**config.mk**
```make
export PLATFORM = sky130hd
export DESIGN_NAME = chfl_top
export DESIGN_NICKNAME = d
export VERILOG_FILES = /design/src/logic/chfl_pkg.sv /design/src/logic/chfl_debounce.sv /design/src/logic/chfl_top.sv
export SDC_FILE = /design/constraint.sdc
export NUM_CORES = 1
export LEC_CHECK = 0
export BUFFER_PORTS_ARGS = -buffer_cell sky130_fd_sc_hd__clkbuf_2
export CAP_MARGIN = 0
export CELL_PAD_IN_SITES_DETAIL_PLACEMENT = 2
export CELL_PAD_IN_SITES_GLOBAL_PLACEMENT = 2
export CORE_ASPECT_RATIO = 1.5
export CORE_MARGIN = 2
export CORE_UTILIZATION = 35
export DETAILED_ROUTE_END_ITERATION = 12
export PLACE_DENSITY = 0.9
export SYNTH_ARGS = -nofsm -noshare
export SYNTH_HDL_FRONTEND = slang
export SYNTH_SLANG_ARGS = --single-unit
```
**constraint.sdc**
```tcl
create_clock -name CLK_SYS -period 5.7 [get_ports CLK_SYS]
set_clock_uncertainty 0.1 [all_clocks]
set_input_delay 0 -clock CLK_SYS [delete_from_list [all_inputs] [get_ports CLK_SYS]]
set_output_delay 0 -clock CLK_SYS [all_outputs]
set_load 0.03 [all_outputs]
```
**src/logic/chfl_pkg.sv**
```systemverilog
package chfl_pkg;
   // Register indices on the device register port
   localparam logic [6:0] CHFL_LATCHED_OFS = 7'h2E;
   localparam logic [6:0] CHFL_LIVE_OFS = 7'h2F;
   localparam logic [6:0] CHFL_MASK_OFS = 7'h3C;

   // Field positions
   localparam int CHFL_CHAN_A_BIT = 0;
   localparam int CHFL_DIG_SUPPLY_BIT = 8;
   localparam int CHFL_CORE_LDO_BIT = 9;
   localparam int CHFL_CONV_DONE_BIT = 14;

   // Reset values and write masks
   localparam logic [15:0] CHFL_LATCHED_RST = 16'h0000;
   localparam logic [15:0] CHFL_MASK_RST = 16'h0000;
   localparam logic [15:0] CHFL_MASK_WMASK = 16'h7FFF;
   localparam logic [15:0] CHFL_LATCHED_WMASK = 16'h0301;

   // Timing
   localparam int unsigned CHFL_CLK_MHZ = 250;
   localparam int unsigned CHFL_OUT_DEBOUNCE_MS = 2;
   localparam int unsigned CHFL_OUT_DEBOUNCE_CYC = CHFL_OUT_DEBOUNCE_MS * CHFL_CLK_MHZ * 1000;
   localparam int unsigned CHFL_DONE_PULSE_US = 24;
   localparam int unsigned CHFL_DONE_PULSE_CYC = CHFL_DONE_PULSE_US * CHFL_CLK_MHZ;
   localparam int CHFL_DB_W = 20;
   localparam int CHFL_PULSE_W = 16;

   // Channel function codes
   typedef enum logic [3:0] {
      CHFL_FN_HIGH_Z = 4'h0,
      CHFL_FN_VOLT_OUT = 4'h1,
      CHFL_FN_CURR_OUT = 4'h2,
      CHFL_FN_VOLT_IN = 4'h3,
      CHFL_FN_CURR_IN_EXT = 4'h4,
      CHFL_FN_CURR_IN_LOOP = 4'h5
   } chfl_func_t;

   // Current conversion source codes
   localparam logic [2:0] CHFL_SRC_CHAN_A = 3'h0;
   localparam logic [2:0] CHFL_SRC_DIAG_0 = 3'h4;

   typedef struct packed {
      logic reserved15;
      logic conv_done;
      logic conv_busy;
      logic [2:0] conv_source;
      logic core_ldo_live;
      logic digital_supply_live;
      logic [6:0] reserved7_1;
      logic chan_a_fault_live;
   } chfl_live_t;

   typedef struct packed {
      logic enable;
      logic invert;
      logic [CHFL_DB_W-1:0] debounce_cyc;
   } chfl_comp_cfg_t;
endpackage

```
**src/logic/chfl_debounce.sv**
```systemverilog
`timescale 1ns/1ps
module chfl_debounce
   import chfl_pkg::*;
(
   input wire logic clk,
   input wire logic srst,
   input wire logic ce,
   input wire logic cond,
   input wire logic [CHFL_DB_W-1:0] period,
   output logic hit
);
   logic [CHFL_DB_W-1:0] cnt_q;
   logic [CHFL_DB_W-1:0] limit;

   // A zero period still needs one sampled cycle of the condition
   assign limit = (period == '0) ? {{(CHFL_DB_W-1){1'b0}}, 1'b1} : period;

   always_ff @(posedge clk) begin
      if (srst) begin
         cnt_q <= '0;
         hit <= 1'b0;
      end else if (ce) begin
         if (!cond) begin
            cnt_q <= '0;
            hit <= 1'b0;
         end else if (cnt_q + 1'b1 >= limit) begin
            cnt_q <= limit;
            hit <= 1'b1;
         end else begin
            cnt_q <= cnt_q + 1'b1;
         end
      end
   end
endmodule

```
**src/logic/chfl_top.sv**
```systemverilog
// What this block does
// - Voltage output short flagged after 2 ms
// - Current output open flagged after 2 ms
// - Loop-powered input: inverted comparator flags ground short
// - Externally powered input: comparator flags overcurrent
// - Channel A fault source follows function select
// - Live register shows unlatched present conditions, plus the held conversion-done flag in bit 14
// - Conversion finish sets conversion-done flag
// - Conversion-done flag cleared only by writing one
// - Single mode: done pin mirrors the flag
// - Continuous mode: done pin released after 24 us
// - Bit 9 shows live core regulator fault
// - Bit 8 shows live digital supply fault
// - Bit 0 shows live channel A fault
// - Unmasked latched faults drive the alert pin
`timescale 1ns/1ps
module chfl_top
   import chfl_pkg::*;
#(
   parameter int unsigned OUT_DEBOUNCE_CYC = CHFL_OUT_DEBOUNCE_CYC,
   parameter int unsigned DONE_PULSE_CYC = CHFL_DONE_PULSE_CYC
)(
   input wire logic CLK_SYS,
   input wire logic SRST,
   input wire logic CE,
   input wire logic WR_EN,
   input wire logic [6:0] WR_ADDR,
   input wire logic [15:0] WR_DATA,
   input wire logic [6:0] RD_ADDR,
   output logic [15:0] RD_DATA,
   input wire logic [3:0] CHAN_A_FUNCTION_SELECT,
   input wire logic INPUT_COMPARATOR_ENABLE,
   input wire logic INPUT_COMPARATOR_INVERT,
   input wire logic [CHFL_DB_W-1:0] INPUT_COMPARATOR_DEBOUNCE,
   input wire logic SHORT_DETECT_RAW,
   input wire logic OPEN_DETECT_RAW,
   input wire logic COMPARATOR_RAW,
   input wire logic CORE_LDO_FAULT_RAW,
   input wire logic DIGITAL_SUPPLY_FAULT_RAW,
   input wire logic CONV_DONE,
   input wire logic CONV_BUSY,
   input wire logic [2:0] CONV_SOURCE,
   input wire logic CONTINUOUS_MODE,
   output logic CONV_DONE_N,
   output logic ALERT_N
);
   localparam logic [CHFL_DB_W-1:0] OUT_DB = CHFL_DB_W'(OUT_DEBOUNCE_CYC);
   localparam logic [CHFL_PULSE_W-1:0] PULSE_LEN = CHFL_PULSE_W'(DONE_PULSE_CYC);

   // Pin-level inputs from the analog side pass two flops first
   logic [4:0] raw_in;
   logic [4:0] sync1_q;
   logic [4:0] sync2_q;
   assign raw_in = {DIGITAL_SUPPLY_FAULT_RAW, CORE_LDO_FAULT_RAW, COMPARATOR_RAW,
                    OPEN_DETECT_RAW, SHORT_DETECT_RAW};

   genvar gi;
   generate
      for (gi = 0; gi < 5; gi++) begin : g_sync
         always_ff @(posedge CLK_SYS) begin
            if (SRST) begin
               sync1_q[gi] <= 1'b0;
               sync2_q[gi] <= 1'b0;
            end else if (CE) begin
               sync1_q[gi] <= raw_in[gi];
               sync2_q[gi] <= sync1_q[gi];
            end
         end
      end
   endgenerate

   logic short_s;
   logic open_s;
   logic comp_s;
   logic core_ldo_fault;
   logic digital_supply_fault;
   assign short_s = sync2_q[0];
   assign open_s = sync2_q[1];
   assign comp_s = sync2_q[2];
   assign core_ldo_fault = sync2_q[3];
   assign digital_supply_fault = sync2_q[4];

   chfl_comp_cfg_t comp_cfg;
   assign comp_cfg = '{enable: INPUT_COMPARATOR_ENABLE, invert: INPUT_COMPARATOR_INVERT,
                       debounce_cyc: INPUT_COMPARATOR_DEBOUNCE};

   // Fault condition and debounce period chosen per function
   logic fault_cond;
   logic [CHFL_DB_W-1:0] fault_period;
   logic comp_eff;
   assign comp_eff = comp_s ^ comp_cfg.invert;

   always_comb begin
      fault_cond = 1'b0;
      fault_period = OUT_DB;
      case (chfl_func_t'(CHAN_A_FUNCTION_SELECT))
         CHFL_FN_VOLT_OUT: begin
            fault_cond = short_s;
            fault_period = OUT_DB;
         end
         CHFL_FN_CURR_OUT: begin
            fault_cond = open_s;
            fault_period = OUT_DB;
         end
         CHFL_FN_CURR_IN_LOOP: begin
            // Only meaningful with the comparator inverted
            fault_cond = comp_cfg.enable & comp_cfg.invert & comp_eff;
            fault_period = comp_cfg.debounce_cyc;
         end
         CHFL_FN_CURR_IN_EXT: begin
            fault_cond = comp_cfg.enable & comp_eff;
            fault_period = comp_cfg.debounce_cyc;
         end
         default: begin
            fault_cond = 1'b0;
            fault_period = OUT_DB;
         end
      endcase
   end

   // A function change restarts debounce only when the newly selected condition is low
   logic chan_a_fault_live;
   chfl_debounce u_debounce (
      .clk(CLK_SYS),
      .srst(SRST),
      .ce(CE),
      .cond(fault_cond),
      .period(fault_period),
      .hit(chan_a_fault_live)
   );

   logic wr_latched;
   logic wr_live;
   logic wr_mask;
   always_comb begin
      wr_latched = 1'b0;
      wr_live = 1'b0;
      wr_mask = 1'b0;
      if (WR_EN && WR_ADDR == CHFL_LATCHED_OFS) begin
         wr_latched = 1'b1;
      end else if (WR_EN && WR_ADDR == CHFL_LIVE_OFS) begin
         wr_live = 1'b1;
      end else if (WR_EN && WR_ADDR == CHFL_MASK_OFS) begin
         wr_mask = 1'b1;
      end
   end

   // Latched faults: new events win over a same-cycle write-one clear
   logic [15:0] latched_q;
   logic [15:0] latched_set;
   logic [15:0] latched_clr;
   always_comb begin
      latched_set = 16'h0000;
      latched_set[CHFL_CHAN_A_BIT] = chan_a_fault_live;
      latched_set[CHFL_DIG_SUPPLY_BIT] = digital_supply_fault;
      latched_set[CHFL_CORE_LDO_BIT] = core_ldo_fault;
      latched_clr = wr_latched ? (WR_DATA & CHFL_LATCHED_WMASK) : 16'h0000;
   end

   always_ff @(posedge CLK_SYS) begin
      if (SRST) begin
         latched_q <= CHFL_LATCHED_RST;
      end else if (CE) begin
         latched_q <= (latched_q & ~latched_clr) | latched_set;
      end
   end

   logic [15:0] mask_q;
   always_ff @(posedge CLK_SYS) begin
      if (SRST) begin
         mask_q <= CHFL_MASK_RST;
      end else if (CE && wr_mask) begin
         mask_q <= WR_DATA & CHFL_MASK_WMASK;
      end
   end

   always_ff @(posedge CLK_SYS) begin
      if (SRST) begin
         ALERT_N <= 1'b1;
      end else if (CE) begin
         ALERT_N <= ~|(latched_q & ~mask_q);
      end
   end

   // Conversion-done flag
   logic conv_done_q;
   logic done_clr;
   assign done_clr = wr_live & WR_DATA[CHFL_CONV_DONE_BIT];
   always_ff @(posedge CLK_SYS) begin
      if (SRST) begin
         conv_done_q <= 1'b0;
      end else if (CE) begin
         if (CONV_DONE) begin
            conv_done_q <= 1'b1;
         end else if (done_clr) begin
            conv_done_q <= 1'b0;
         end
      end
   end

   // Continuous-mode pulse timer; a new conversion restarts it
   logic [CHFL_PULSE_W-1:0] pulse_cnt_q;
   always_ff @(posedge CLK_SYS) begin
      if (SRST) begin
         pulse_cnt_q <= '0;
      end else if (CE) begin
         if (CONV_DONE && CONTINUOUS_MODE) begin
            pulse_cnt_q <= PULSE_LEN;
         end else if (!CONTINUOUS_MODE) begin
            pulse_cnt_q <= '0;
         end else if (pulse_cnt_q != '0) begin
            pulse_cnt_q <= pulse_cnt_q - 1'b1;
         end
      end
   end

   always_ff @(posedge CLK_SYS) begin
      if (SRST) begin
         CONV_DONE_N <= 1'b1;
      end else if (CE) begin
         if (CONTINUOUS_MODE) begin
            CONV_DONE_N <= ~((CONV_DONE) || (pulse_cnt_q > CHFL_PULSE_W'(1)));
         end else begin
            CONV_DONE_N <= ~(CONV_DONE | (conv_done_q & ~done_clr));
         end
      end
   end

   // Live view is combinational from present conditions and the held conversion-done flag
   chfl_live_t live;
   always_comb begin
      live = '0;
      live.conv_done = conv_done_q;
      live.conv_busy = CONV_BUSY;
      live.conv_source = CONV_SOURCE;
      live.core_ldo_live = core_ldo_fault;
      live.digital_supply_live = digital_supply_fault;
      live.chan_a_fault_live = chan_a_fault_live;
   end

   always_ff @(posedge CLK_SYS) begin
      if (SRST) begin
         RD_DATA <= 16'h0000;
      end else if (CE) begin
         if (RD_ADDR == CHFL_LIVE_OFS) begin
            RD_DATA <= live;
         end else if (RD_ADDR == CHFL_LATCHED_OFS) begin
            RD_DATA <= latched_q;
         end else if (RD_ADDR == CHFL_MASK_OFS) begin
            RD_DATA <= mask_q;
         end else begin
            RD_DATA <= 16'h0000;
         end
      end
   end
endmodule

```
==> results of run 1 <==
[cells by family (layout without fill, tap and decap cells)]
kind of cell	after synthesis	count (layout)
compound gates	116	116
xor+xnor	23	23
fa+ha+maj	23	23
buf+inv	50	168
flops	83	83
mux	18	18
other cells	1	1
simple gates	252	252
[flip-flops by register name (all words and copies together) (netlist names), 3 cells and up]
name,count
u_debounce.cnt_q,20
latched_q,3
sync1_q,5
RD_DATA,15
mask_q,15
pulse_cnt_q,16
[cell usage after synthesis, drive strengths merged (2+ instances only)]
cell / number
a211o: 2
a22o: 2
a21o: 5
nand2b: 12
nand3b: 6
mux2i: 13
nor4b: 2
nand3: 17
a22oi: 7
nor2b: 2
inv: 17
nand2: 91
buf: 8
a21oi: 42
o41ai: 2
dfxtp: 83
a211oi: 12
nor3: 12
a221oi: 4
o21ai: 12
xnor2: 17
and3: 2
nor3b: 3
or2: 13
nand4b: 2
or3b: 3
o211ai: 7
or4: 2
and4: 3
or3: 6
a32o: 12
ha: 23
clkbuf: 25
xor2: 6
o21a: 2
nor4: 10
nand4: 17
o32ai: 2
nor2: 47
mux2: 5
[critical path, delay by kind of cell (launching register included)]
kind | cells | cell delay [ns]
adder cells (fa/ha/maj) | 2 | 0.61
flip-flops | 1 | 0.45
buffers and inverters | 1 | 0.34
AO/OA/AOI/OAI | 5 | 1.46
XOR/XNOR | 1 | 0.31
AND/OR/NAND/NOR | 4 | 1.36
[timing repair]
item,4_1_cts,5_1_grt
endpoints found under the hold margin,46,1
hold buffers,42,1
buffers inserted,0,0
[how the worst max path moves through the flow]
| stage | to | slack [ns] | start |
|---|---|---|---|
| after detailed placement | u_debounce.cnt_q[16]$_SDFFE_PP0P_ | 1.31 | u_debounce.cnt_q[0]$_SDFFE_PP0P_ |
| after floorplan | u_debounce.cnt_q[0]$_SDFFE_PP0P_ | 2.29 | u_debounce.cnt_q[5]$_SDFFE_PP0P_ |
| after CTS | u_debounce.cnt_q[14]$_SDFFE_PP0P_ | 1.08 | u_debounce.cnt_q[0]$_SDFFE_PP0P_ |
| final | u_debounce.cnt_q[17]$_SDFFE_PP0P_ | 0.94 | u_debounce.cnt_q[0]$_SDFFE_PP0P_ |
| after global placement | u_debounce.cnt_q[14]$_SDFFE_PP0P_ | 1.53 | u_debounce.cnt_q[0]$_SDFFE_PP0P_ |
| after global routing | u_debounce.cnt_q[13]$_SDFFE_PP0P_ | 0.79 | u_debounce.cnt_q[0]$_SDFFE_PP0P_ |
[area by class of cell]
type | count | share of cell area (%)
timing repair buffer | 135 | 15.2
tap | 159 | 3.34
multi-input combinational | 433 | 46.8
inverter | 17 | 1.07
clock inverter | 6 | 1.87
clock buffer | 10 | 3.84
sequential | 83 | 27.9
[power breakdown]
part | total, mW | switching (mW) | internal, mW
registers | 0.618 | 0.0203 | 0.597
clock network | 0.709 | 0.279 | 0.430
logic | 0.228 | 0.134 | 0.0940
total | 1.55 | 0.433 | 1.12
[per-layer routing]
metal  part of all wire (%)  track usage [%]
met1                     35             29.2
met2                     56             58.5
met3                    3.6             5.68
met4                    5.7             16.9
met5                      0                0
[through the flow]
step	power [mW]	hold slack, ns
after floorplan	0.740	0.0405
after global placement	0.797	0.133
after detailed placement	0.813	0.138
after CTS	1.53	0.0173
after global routing	1.60	0.0661
final	1.55	0.0405
==> reports/results.ini, run 1 <==
[outcome]
status=finished clean

[placed_design]
dp_cells=784
place_ws_ns=1.31
io_buffers=86
place_area_um2=5190
hpwl_um=11900
gp_congestion=0.802

[grt]
grt_pass1_wl_um=33400
grt-ovfl-total=0
grt_use_total_pct=30.3
grt_max_degree=62
grt_pass1_vias=5864
antenna_found_initial=0

[floorplanning]
ios=89
die_w_um=98.0
std_cell_rows=51
die_y_um=145
start_util_pct=35.8
die-area_um2=14200
core_um2=13000

[setup_path]
path_cells=ha_1, nand4_1, nor3_1, nand4_1, xnor2_1, ha_1, a21o_1, a221o_1, a221oi_2, o21ai_2, buf_4, or2_0, a32o_1
worst-setup-path-type=reg2reg
worstPathRequired_ns=5.84
crit_path_max_fanout=22
cp-end-kind=flop
arrival_ns=4.90
reg2reg_slack_ns=0.94
slowest_delay_ns=0.71
r2r.worst_path.cells=13
startpoint_type=flop
cpMaxStageDelayCell=nor3_1
timing.rr.end=u_debounce.cnt_q[17]$_SDFFE_PP0P_
rr_startpoint=u_debounce.cnt_q[0]$_SDFFE_PP0P_

[cells_and_area]
antennaDiodeCount=0
drive_above_1_share_pct=19.0
post_layout_nonfiller_instances=843
area_delta_synth_final_pct=28.6
final_common_cell=nand2_1
multi_input_area_um2=2790
fin_nets=773
fill_cells=1390
fin_util_pct=46.0
most-common-layout-cells=nand2_1, clkbuf_2, dfxtp_1
stdcell_area_um2=5960
seq_area_um2=1660

[hold_path]
min_from=INPUT_COMPARATOR_DEBOUNCE[0]
min_path_type=in2reg
holdPathEnd=u_debounce.cnt_q[0]$_SDFFE_PP0P_
hold_path_depth=4

[flow_run]
cap_violations=0

[route]
vias_per_cell=5.96
drt-total-wl_um=21400
drtAntennaViolNets=0
post_drt_wl_per_cell_um=25.4
first_pass_iters=4
drc=0
vias=5025
drtIter0Drc=256

[clock_network]
cts_sinks=83
cts_buffers=9
root_buffer=clkbuf_16
cts_tree=built
insertion_delay_ns=0.35
htree_levels=3
cts_buffer_depth=2
postCtsResizedCells=0
clkSlewWorstSetupHoldPaths_ns=0.08

[yosys]
synthAdderAreaFrac_pct=6.21
synth_compound_area_share_pct=17.4
yosys.area.top_type_share_pct=35.8
synthCells=566
avgSynthCellArea_um2=8.19
yosysTopAreaCell=dfxtp_1
synthSimpleGateAreaFrac_pct=27.7
synth-edff-count=0
synthTopCellsByArea=dfxtp_1, nand2_1, ha_1
synth_nets=660
ys_seq_area_share_pct=35.8
synth_top_family_by_area=simple AND/OR/NAND/NOR gates
ys_warn_count=0
synthFlopType=dfxtp_1
synth-xor-area-share_pct=4.34
netlist-cell-type-count=61
netlist_area_um2=4640
ys_seq_elements=83
synthMuxAreaShare_pct=4.02
async_flop_share_pct=0

[pwr]
p_per_area_nw_per_um2=261
leakage_nw=2.40
ir_drop_mv=0.177

[timing]
rsz0062_at_grt=false
hold_violations=0
max_freq_mhz=210
setup_violations=0
worst_slack_ns=0.943
fin_setup_tns_ns=0
finalCritPeriodShare_pct=83.5
min_period_ns=4.76
slew-limit-headroom_pct=31.7
worstMarginPinSlew_ns=1.02
slew_violations=0

No activity file was read; power rests on OpenSTA's default activity.
==> inputs of run 2 (changes only) <==
- CORE_UTILIZATION: 35 -> 29
- PLACE_DENSITY: 0.9 -> 0.8
- clock period: 5.7 -> 3.95 ns (I/O delays scaled with it)
==> run 2 against run 1 <==
Net effect: final cell count grew 6.3%; setup slack got worse by 0.75 ns; critical path depth stayed put; via count down 6.2%; core utilization decreased by 7.4 points; non-clock buffer count up 9; count of clock-buffer cells in the layout shrank 1; critical endpoint is now u_debounce.cnt_q[14]$_SDFFE_PP0P_; the flow now finishes with violations (hold timing); maximum frequency rose by 27%; wire length down 24%; power is 29% higher; sequential cell count unchanged; clock power increased by 16%.
==> reports/results.ini, run 2 (same netlist as run 1, synthesis figures left out) <==
[setup_path]
path_cells=nand4_1, nor4_4, buf_4, nand3_1, xnor2_1, ha_1, and3_1, a221o_1, a221oi_2, o21ai_4, buf_4, or2_0, a32o_1
startpoint_type=flop
worstPathRequired_ns=4.08
path_common_cell=buf_4
worst-setup-path-type=reg2reg
crit_family=compound AO/OA/AOI/OAI gates
arrival_ns=3.88
reg2reg_slack_ns=0.19
path_buf_inv=2
cp-end-kind=flop
slowest_delay_ns=0.41
crit_path_max_fanout=9
cpMaxStageDelayCell=dfxtp_1

[cells_and_area]
most-common-layout-cells=nand2_1, clkbuf_2, dfxtp_1
final_common_cell=nand2_1
multi_input_area_um2=2810
drive_above_1_share_pct=21.4
top_regs=u_debounce.cnt_q: 20 flops, pulse_cnt_q: 16 flops
area_delta_synth_final_pct=30.3
largest_reg_flops=20
antennaDiodeCount=0
fill_cells=1761
fin_nets=782
max_flop_register=u_debounce.cnt_q
seq_area_um2=1660

[clock_network]
htree_levels=3
cts_tree=built
cts_sinks=83
cts_buffers=9
cts_buffer_depth=2
clkSlewWorstSetupHoldPaths_ns=0.07
insertion_delay_ns=0.34
root_buffer=clkbuf_16

[route]
vias=4713
drtIter0Drc=105
first_pass_iters=4
post_drt_wl_per_cell_um=18.1
vias_per_cell=5.26
drc=0
drtAntennaViolNets=0
drt-total-wl_um=16200

[timing]
hold_ws_ns=-0.0111
finalCritPeriodShare_pct=95.2
hold_violations=3
min_period_ns=3.76
slew_violations=0
setup_violations=0
worstMarginPinSlew_ns=1.03
max_freq_mhz=266
fin_setup_tns_ns=0
slew-limit-headroom_pct=31.3
rsz0062_at_grt=false

[pwr]
ir_drop_mv=0.187
leakage_nw=2.43
p_per_area_nw_per_um2=332
finalPower_mw=2.01

[grt]
grt_pass1_wl_um=27300
grt_pass1_vias=5573
antenna_found_initial=0
grt_max_degree=61
grt_use_total_pct=19.9
grt-ovfl-total=0

[placed_design]
io_buffers=86
hpwl_um=12100
gp_congestion=0.815

[floorplanning]
std_cell_rows=56
start_util_pct=29.7
die-area_um2=17000
core_um2=15600
die_w_um=107
die_y_um=159
ios=89

[hold_path]
min_path_type=in2reg

[flow_run]
cap_violations=0

[outcome]
violations=hold timing
status=finished with violations

run 2: layout make-up:
class | count | share of cell area, %
clock buffers | 9 | 3.73
clock inverters | 7 | 0.973
inverters | 17 | 1.06
multi-input cells | 433 | 46.5
flip-flops and latches | 83 | 27.5
well taps | 203 | 4.20
repair buffers | 144 | 16.0
run 2: path summary, 6_finish.rpt:
check / start / endpoint / cells after the start
worst max-delay path: u_debounce.cnt_q[6]$_SDFFE_PP0P_ / u_debounce.cnt_q[14]$_SDFFE_PP0P_ / 13
worst min-delay path: INPUT_COMPARATOR_DEBOUNCE[12] / u_debounce.cnt_q[12]$_SDFFE_PP0P_ / 4
worst max register to register: u_debounce.cnt_q[6]$_SDFFE_PP0P_ / u_debounce.cnt_q[14]$_SDFFE_PP0P_ / 13
worst min register to register: mask_q[2]$_SDFFE_PP0P_ / mask_q[2]$_SDFFE_PP0P_ / 2
run 2: per-stage QoR:
step / setup slack (ns) / area [um2] / utilization [%] / std cells / hold slack [ns]
2_1_floorplan: 0.540 / 4640 / - / 566 / 0.0405
3_3_place_gp: 0.266 / 5330 / 34.1 / 840 / 0.133
3_5_place_dp: 0.0479 / 5330 / 34.1 / 840 / 0.139
4_1_cts: 0.0429 / 6020 / 38.5 / 896 / 0.00115
5_1_grt: 0.00243 / 6040 / 38.7 / 896 / 0.0210
6_report: 0.191 / 6040 / 38.7 / 896 / -0.0111
run 2: metal layers:
metal | track usage [%] | up-vias | routed length, um | share of wire, %
li1 | - | 2272 | - | -
met1 | 20.1 | 2329 | 6080 | 37
met2 | 40.2 | 91 | 9350 | 58
met3 | 3.24 | 21 | 500 | 3.1
met4 | 5.61 | 0 | 289 | 1.8
met5 | 0 | - | 0 | 0
run 2: where the power goes:
group          switching (mW)  leakage, nW  total (mW)  internal, mW
sequential             0.0246        0.675       0.887         0.862
clock                   0.386        0.139       0.824         0.438
combinational           0.162         1.61       0.294         0.133
run 2: worst register-to-register path: stages, from the launching register on:
cell	delay, ns
dfxtp_1	0.41
nand4_1	0.24
nor4_4	0.33
buf_4	0.21
nand3_1	0.11
xnor2_1	0.24
ha_1	0.27
and3_1	0.20
a221o_1	0.32
a221oi_2	0.35
o21ai_4	0.18
buf_4	0.21
or2_0	0.22
a32o_1	0.27
run 2: repair_timing:
action | CTS | global route
setup endpoints to repair | 2 | 16
endpoints found under the hold margin | 45 | 0
resized for setup | 1 | 5
hold buffers | 40 | 0
setup buffers | 0 | 0
pin swaps | 0 | 1
